`config.mk`:
```
export PLATFORM = sky130hd
export DESIGN_NAME = plwo_bridge
export DESIGN_NICKNAME = d
export VERILOG_FILES = /design/src/plwo_bridge.v /design/src/plwo_post_buf.v
export VERILOG_INCLUDE_DIRS = /design/src
export SDC_FILE = /design/constraint.sdc
export NUM_CORES = 1
export LEC_CHECK = 0
export ABC_AREA = 0
export BUFFER_PORTS_ARGS = -buffer_cell sky130_fd_sc_hd__buf_2
export CELL_PAD_IN_SITES_DETAIL_PLACEMENT = 1
export CELL_PAD_IN_SITES_GLOBAL_PLACEMENT = 1
export CORE_MARGIN = 5
export CORE_UTILIZATION = 35
export DETAILED_ROUTE_END_ITERATION = 8
export PLACE_DENSITY = 0.75
export SYNTH_ARGS = -nofsm -noshare
export SYNTH_HDL_FRONTEND = slang
export SYNTH_HIERARCHICAL = 1
export SYNTH_SLANG_ARGS = --single-unit
```
`constraint.sdc`:
```
create_clock -name core_clk -period 2.05 [get_ports core_clk]
set_input_delay 0.205 -clock core_clk [delete_from_list [all_inputs] [get_ports core_clk]]
set_output_delay 0.205 -clock core_clk [all_outputs]
set_load 0.02 [all_outputs]
```
`src/plwo_regs.vh`:
```
// Constants for the PCI lock and write-ordering bridge logic
`ifndef PLWO_REGS_VH
`define PLWO_REGS_VH
// ==========================================================
// Lock granularity and latency
`define PLWO_BLK_LSB 5
`define PLWO_TIL_MAX 6'h20
// ==========================================================
// Processor-side command codes
`define PLWO_CMD_MEMWR 2'h0
`define PLWO_CMD_IOWR 2'h1
// ==========================================================
// Snoop kinds driven onto the processor bus
`define PLWO_SNP_PLAIN 1'h0
`define PLWO_SNP_FLUSH 1'h1
`endif

```
`src/plwo_bridge.v`:
```
// PCI lock tracking, snoop issue and write ordering for the host bridge
`include "plwo_regs.vh"
// What this block does
// - As PCI master the bridge never sets a lock but honours locks of others.
// - The PCI lock pin is only ever an input.
// - On lock establishment the 32-byte block address is stored.
// - Accesses to the locked block from others or the processor are retried until release.
// - The read that begins a lock triggers a write-with-flush snoop on the processor bus.
// - A processor retry of that snoop retries the PCI cycle so modified data is written back.
// - Every PCI access to system memory is presented as a processor-bus snoop, except another master's hit on the locked block, which is retried at once.
// - In 2:1 mode with one processor master target initial latency should stay within 32 PCI clocks; the block only counts snoop waits to 32 and flags it.
// - Processor-to-PCI memory writes are posted and issued on PCI later.
// - A retried posted write is reissued until it completes.
// - A second processor-to-PCI write is stalled until the posted one completes on PCI.
// - Processor-to-PCI I/O writes are posted like memory writes and complete in order before anything later.
// - PCI reads of memory do not wait for posted writes to drain.
module plwo_bridge #(
  parameter AW = 32,
  parameter DW = 32
) (
  // Clock and reset
  input wire core_clk,
  input wire reset_n,
  // PCI target side, from pins
  input wire pci_lock_n,
  input wire pci_frame_n,
  input wire pci_mem_hit,
  input wire pci_is_read,
  input wire [AW-1:0] pci_addr,
  input wire pci_last,
  // PCI target answers
  output reg pci_tgt_retry_q,
  output reg pci_tgt_go_q,
  // Processor snoop port
  output reg snp_req_q,
  output reg snp_kind_q,
  output reg [AW-1:0] snp_addr_q,
  input wire snp_done,
  input wire snp_cpu_retry,
  // Processor memory access check
  input wire cpu_mem_valid,
  input wire [AW-1:0] cpu_mem_addr,
  output wire cpu_mem_retry,
  // Processor-to-PCI writes
  input wire cpu_wr_valid,
  input wire cpu_wr_io,
  input wire [AW-1:0] cpu_wr_addr,
  input wire [DW-1:0] cpu_wr_data,
  output wire cpu_wr_ready,
  // PCI master engine
  output wire mst_req,
  output wire mst_io,
  output wire [AW-1:0] mst_addr,
  output wire [DW-1:0] mst_data,
  output wire mst_lock_oe,
  input wire mst_done,
  input wire mst_retry,
  // Status
  output reg lock_active_q,
  output wire post_busy,
  output reg til_over_q
);
  localparam S_IDLE = 2'h0;
  localparam S_SNOOP = 2'h1;
  localparam S_DATA = 2'h2;
  localparam S_HOLD = 2'h3;
  localparam [5:0] TIL_LIM = `PLWO_TIL_MAX;

  // Same 32-byte block: low address bits ignored
  function blk_eq;
    input [AW-1:0] a;
    input [AW-1:0] b;
    begin
      blk_eq = (a[AW-1:`PLWO_BLK_LSB] == b[AW-1:`PLWO_BLK_LSB]);
    end
  endfunction

  // ==========================================================
  // Pin synchronisers
  reg [1:0] lock_s_q;
  reg [1:0] frame_s_q;
  wire lock_n = lock_s_q[1];
  wire frame_n = frame_s_q[1];
  always @(posedge core_clk or negedge reset_n) begin
    if (!reset_n) begin
      lock_s_q <= 2'h3;
      frame_s_q <= 2'h3;
    end else begin
      lock_s_q <= {lock_s_q[0], pci_lock_n};
      frame_s_q <= {frame_s_q[0], pci_frame_n};
    end
  end

  // ==========================================================
  // Lock tracking
  reg [AW-1:0] lock_addr_q;
  reg owner_q;
  reg [1:0] st_q;
  reg [1:0] st_d;
  reg frame_prev_q;
  wire start = frame_prev_q && !frame_n;
  // Ownership judged on this very start, not the registered flag,
  // so a new master is caught in the cycle it appears
  wire owner_now = start ? !lock_n : owner_q;
  // A start with lock high and a held lock is a different master
  wire other_hit = lock_active_q && !owner_now && blk_eq(pci_addr, lock_addr_q);
  // Only a read with the lock pin low can begin a lock
  wire lock_begin = start && pci_mem_hit && pci_is_read && !lock_n && !lock_active_q;
  reg [5:0] til_q;

  // Processor accesses to the locked block bounce
  assign cpu_mem_retry = cpu_mem_valid && lock_active_q && blk_eq(cpu_mem_addr, lock_addr_q);
  // Lock pin never driven by this bridge as master
  assign mst_lock_oe = 1'b0;

  // ==========================================================
  // Target state machine
  always @* begin
    st_d = st_q;
    case (st_q)
      S_IDLE: begin
        if (start && pci_mem_hit) begin
          st_d = other_hit ? S_HOLD : S_SNOOP;
        end
      end
      S_SNOOP: begin
        if (snp_done) begin
          st_d = snp_cpu_retry ? S_HOLD : S_DATA;
        end
      end
      S_DATA: begin
        if (pci_last || frame_n) begin
          st_d = S_IDLE;
        end
      end
      S_HOLD: begin
        if (frame_n) begin
          st_d = S_IDLE;
        end
      end
      default: st_d = S_IDLE;
    endcase
  end

  // ==========================================================
  // Registered answers, snoop request and lock state
  always @(posedge core_clk or negedge reset_n) begin
    if (!reset_n) begin
      st_q <= S_IDLE;
      frame_prev_q <= 1'b1;
      lock_active_q <= 1'b0;
      owner_q <= 1'b0;
      lock_addr_q <= {AW{1'b0}};
      snp_req_q <= 1'b0;
      snp_kind_q <= `PLWO_SNP_PLAIN;
      snp_addr_q <= {AW{1'b0}};
      pci_tgt_retry_q <= 1'b0;
      pci_tgt_go_q <= 1'b0;
      til_q <= 6'h00;
      til_over_q <= 1'b0;
    end else begin
      st_q <= st_d;
      frame_prev_q <= frame_n;
      pci_tgt_retry_q <= (st_d == S_HOLD) && (st_q != S_HOLD);
      pci_tgt_go_q <= (st_d == S_DATA) && (st_q == S_SNOOP);
      if (st_q == S_IDLE && st_d == S_SNOOP) begin
        // Every memory access but another master's locked-block hit snoops; lock start uses flush form
        snp_req_q <= 1'b1;
        snp_kind_q <= lock_begin ? `PLWO_SNP_FLUSH : `PLWO_SNP_PLAIN;
        snp_addr_q <= pci_addr;
      end else if (snp_done) begin
        snp_req_q <= 1'b0;
      end
      // Lock is taken once the flushing read gets data with lock asserted
      if (st_q == S_SNOOP && st_d == S_DATA && snp_kind_q == `PLWO_SNP_FLUSH && !lock_n) begin
        lock_active_q <= 1'b1;
        owner_q <= 1'b1;
        lock_addr_q <= {snp_addr_q[AW-1:`PLWO_BLK_LSB], {`PLWO_BLK_LSB{1'b0}}};
      end else if (lock_active_q && lock_n && frame_n) begin
        // Release: lock and frame both deasserted
        lock_active_q <= 1'b0;
        owner_q <= 1'b0;
        lock_addr_q <= {AW{1'b0}};
      end else if (start && lock_n && lock_active_q) begin
        owner_q <= 1'b0;
      end else if (start && !lock_n && lock_active_q) begin
        owner_q <= 1'b1;
      end
      // Target latency watch; counts snoop wait cycles, saturates at the limit and only flags it
      if (st_q == S_IDLE) begin
        til_q <= 6'h00;
      end else if (st_q == S_SNOOP && til_q != TIL_LIM) begin
        til_q <= til_q + 6'h01;
      end
      til_over_q <= (til_q == TIL_LIM);
    end
  end

  // ==========================================================
  // Processor-to-PCI writes; PCI reads above never wait on this
  wire pb_busy;
  assign post_busy = pb_busy;
  // An I/O write waits for the previous write too, and holds off later ones
  plwo_post_buf #(.AW(AW), .DW(DW)) u_post (
    .core_clk(core_clk),
    .reset_n(reset_n),
    .cpu_wr_valid(cpu_wr_valid),
    .cpu_wr_io(cpu_wr_io),
    .cpu_wr_addr(cpu_wr_addr),
    .cpu_wr_data(cpu_wr_data),
    .cpu_wr_ready(cpu_wr_ready),
    .mst_req_q(mst_req),
    .mst_io_q(mst_io),
    .mst_addr_q(mst_addr),
    .mst_data_q(mst_data),
    .mst_done(mst_done),
    .mst_retry(mst_retry),
    .busy(pb_busy)
  );
endmodule // plwo_bridge

```
`src/plwo_post_buf.v`:
```
// Single-entry posted write holder for processor-to-PCI memory and I/O writes
`include "plwo_regs.vh"
module plwo_post_buf #(
  parameter AW = 32,
  parameter DW = 32
) (
  // Clock and reset
  input wire core_clk,
  input wire reset_n,
  // Processor side
  input wire cpu_wr_valid,
  input wire cpu_wr_io,
  input wire [AW-1:0] cpu_wr_addr,
  input wire [DW-1:0] cpu_wr_data,
  output wire cpu_wr_ready,
  // PCI master side
  output reg mst_req_q,
  output reg mst_io_q,
  output reg [AW-1:0] mst_addr_q,
  output reg [DW-1:0] mst_data_q,
  input wire mst_done,
  input wire mst_retry,
  // Status
  output wire busy
);
  reg held_q;
  // ==========================================================
  // Acceptance
  // Only one entry: a second write stalls until PCI completion
  assign cpu_wr_ready = !held_q;
  assign busy = held_q;
  always @(posedge core_clk or negedge reset_n) begin
    if (!reset_n) begin
      held_q <= 1'b0;
      mst_req_q <= 1'b0;
      mst_io_q <= 1'b0;
      mst_addr_q <= {AW{1'b0}};
      mst_data_q <= {DW{1'b0}};
    end else if (!held_q) begin
      if (cpu_wr_valid) begin
        // Memory and I/O writes both release the processor at once (posted)
        held_q <= 1'b1;
        mst_req_q <= 1'b1;
        mst_io_q <= cpu_wr_io;
        mst_addr_q <= cpu_wr_addr;
        mst_data_q <= cpu_wr_data;
      end
    end else if (mst_done && !mst_retry) begin
      held_q <= 1'b0;
      mst_req_q <= 1'b0;
    end else begin
      // Retried: request stays up so the write is reissued
      mst_req_q <= 1'b1;
    end
  end
endmodule // plwo_post_buf

```
==> impl_metrics.csv <==
group,metric,value,unit
run_status,status,"finished with violations",
run_status,violations,"negative setup slack",
route,drt-met1-wl,7625,um
logic_synthesis,postSynthCellCount,426,
route,drtIter0Drc,140,
finish,layout.cells.non_filler,978,
critical_path,reg2reg_depth,6,
logic_synthesis,synth.distinct_cells,36,
finish,final_design_area_no_fill,9062,um^2
critical_path,arrival,2.00,ns
power,power,11.80,mW
critical_path,endpoint_kind,"primary output",
power,powerDensity,1302,nW/um^2
route,maxUsedRoutingLayer,"met4",
finish,layout-drive-gt1-share,57.43,%
finish,final_common_cell,"buf_2",
finish,mostFrequentLayoutCells,"buf_2 (241), dfrtp_1 (140), mux2_4 (78), xnor2_1 (35), buf_4 (31)",
finish,area_growth,41.80,%
logic_synthesis,synth_area,6391,um^2
placed_design,dp_hpwl,14440,um
die,start_util,35.58,%
critical_path,critPathSlowestCell,"dfrtp_1",
clocking,cts_root_buffer,"clkbuf_16",
critical_path,path_class,"flip-flop to primary output",
critical_path,worstPathCellList,"buf_4 -> buf_4 -> xnor2_2 -> nand4_1 -> nor4_4 -> buf_4",
die,core,17960,um^2
clocking,cts_buffers,17,
critical_path,crit_top_cell,"buf_4",
route,wl_met3,820,um
route,drcViolationCount,0,
power,leakage,4.441,nW
critical_path,required,1.85,ns
die,dieArea,21060,um^2
timing,timing.final.crit_share,107.8,%
critical_path,slowest_delay,0.41,ns
logic_synthesis,synth_seq_cells,145,
timing,finalMaxSlewViolations,0,
route,met2_length,11000,um
placed_design,port_buffers,243,
timing,hold_viol,0,
clocking,cts_buffer_depth,2,
die,io_pins,250,
timing,clock_skew,0.01197,ns
clocking,clk_pin_slew_worst_paths,0.06,ns
grt,grt_pass1_vias,5491,
clocking,clock_latency,0.42,ns
critical_path,critical_path_peak_fanout,2,
logic_synthesis,synth_edf_count,0,
die,die_y,145.1,um
placed_design,placedCellCount,905,
logic_synthesis,yosysWarnings,6,
grt,antenna_found_initial,2,
timing,final_critical_path_setup_slack,-0.1592,ns
logic_synthesis,syn_nets,570,
logic_synthesis,ys_seq_area_share,56.87,%
grt,grt_max_degree,57,
grt,grt_pass1_wl,31150,um
clocking,clock_sinks,145,
grt,grt_usage,18.48,%
logic_synthesis,ys_dominant_reg_cell,"dfrtp_1",
timing,rsz0062_at_grt,"true",
worst_hold_path,whs_path_depth,2,
logic_synthesis,syn_area_per_cell,15.00,um^2
critical_path,startpoint_type,"flip-flop",
finish,nets,878,
clocking,cts-htree-levels,4,
timing,layout_min_cycle_time,2.209,ns
power,irDropWorstVdd,0.0007006,V
route,vias,4747,
route,routedWlPerCell,20.45,um
placed_design,place_area,8024,um^2
worst_hold_path,hold_path_class,"primary input to flip-flop",
timing,clock.fmax,452.6,MHz
die,dieWidth,145.1,um
route,drt-total-wl,20000,um
clocking,cts_tree,"built",
timing,finalSetupViolations,33,
die,rows,49,
route,vias_per_cell,4.854,
placed_design,routabilityCongestion,0.8393,
logic_synthesis,synthArstFlopShare,100.0,%
job,drv_cap,0,
route,antenna_left,0,
grt,overflow,0,
placed_design,post-place-ws,-0.06902,ns
route,first_pass_iters,5,
[Yosys cell counts, types with 2 or more instances]
cell,instances,share of area [%]
a21o_1,2,0.23
a21oi_1,2,0.16
a22o_1,28,3.8
a31oi_1,3,0.29
buf_2,3,0.23
buf_6,9,1.6
clkbuf_1,5,0.29
dfrtp_1,140,55
dfstp_2,5,2.1
ha_1,2,0.39
inv_1,8,0.47
mux2_2,20,3.5
mux2_4,78,18
mux2i_1,2,0.31
nand2_1,11,0.65
nand3_1,5,0.39
nand4_1,10,0.98
nor2_1,7,0.41
nor3_1,2,0.16
nor4_1,8,0.78
o21ai_0,9,0.70
xnor2_1,37,5.1
xor2_1,17,2.3
[power breakdown]
group / total, mW / switching, mW / internal, mW
clock: 3.11 / 1.25 / 1.85
combinational: 4.20 / 2.13 / 2.07
sequential: 4.50 / 0.724 / 3.77
[state kept, by name, indices dropped and copies added (netlist names), 2 cells and up]
register and flops:
st_q 2, snp_addr_q 32, u_post/mst_data_q 32, til_q 6, lock_s_q 2, lock_addr_q 27, frame_s_q 2, u_post/mst_addr_q 32
[cell type report]
type / count / area (um^2)
Tap cell: 229 / 286.5
Multi-Input combinational cell: 255 / 2675
Clock inverter: 13 / 136.4
Timing Repair Buffer: 307 / 1842
Inverter: 8 / 30.03
Fill cell: 1892 / 8901
Sequential cell: 145 / 3635
Antenna cell: 2 / 5.005
Clock buffer: 19 / 452.9
[cell families after synthesis]
family	synth area share [%]
buffers and inverters	2.702
xor gates and xnor gates	7.400
DFF	56.87
AOI/OAI and AO/OA	5.814
adders and majority gates	0.3915
muxes	22.16
and+or+nand+nor	4.601
other	0.05868
[stage by stage]
step | hold slack, ns | util [%] | TNS (ns)
floorplan | -0.09059 | - | -0.4847
global placement | 0.1376 | 44.67 | -0.4966
CTS | 0.0001812 | 49.33 | -2.525
finish | 0.01971 | 50.45 | -3.051
global route | 0.001277 | 50.45 | -4.737
detailed placement | 0.1541 | 44.67 | -1.636
[worst paths after layout]
check | slack, ns | start | endpoint
setup reg to reg | -0.12 | lock_addr_q[17]$_DFFE_PN0P_ | snp_addr_q[15]$_DFFE_PN0P_
min in group asynchronous | 0.25 | reset_n | snp_addr_q[16]$_DFFE_PN0P_
hold reg to reg | 0.36 | lock_s_q[0]$_DFF_PN1_ | lock_s_q[1]$_DFF_PN1_
hold / removal | 0.02 | cpu_wr_data[23] | u_post/mst_data_q[23]$_DFFE_PN0P_
setup / recovery | -0.16 | lock_addr_q[17]$_DFFE_PN0P_ | cpu_mem_retry
max in group asynchronous | 1.14 | reset_n | u_post/mst_addr_q[7]$_DFFE_PN0P_
[what timing repair did]
| action | 4_1_cts | 5_1_grt |
|---|---|---|
| endpoints found under the setup margin | 60 | 63 |
| pin swaps | 4 | 10 |
| hold endpoints to repair | 50 | 10 |
| resized for setup | 6 | 9 |
| gates cloned | 0 | 0 |
| hold buffers | 18 | 10 |
| setup buffers | 5 | 6 |
[metal layers]
| layer | up-vias | GRT usage [%] |
|---|---|---|
| li1 | 2133 | - |
| met1 | 2434 | 21.13 |
| met2 | 144 | 32.61 |
| met3 | 36 | 4.459 |
| met4 | 0 | 8.489 |
| met5 | - | 0 |
[worst max-delay path, delay by kind of cell, from the launching register on]
family | cells | cell delay (ns)
and+or+nand+nor | 2 | 0.59
buffers and inverters | 3 | 0.47
DFF | 1 | 0.41
xor gates and xnor gates | 1 | 0.12
No activity file was read; power rests on OpenSTA's default activity.
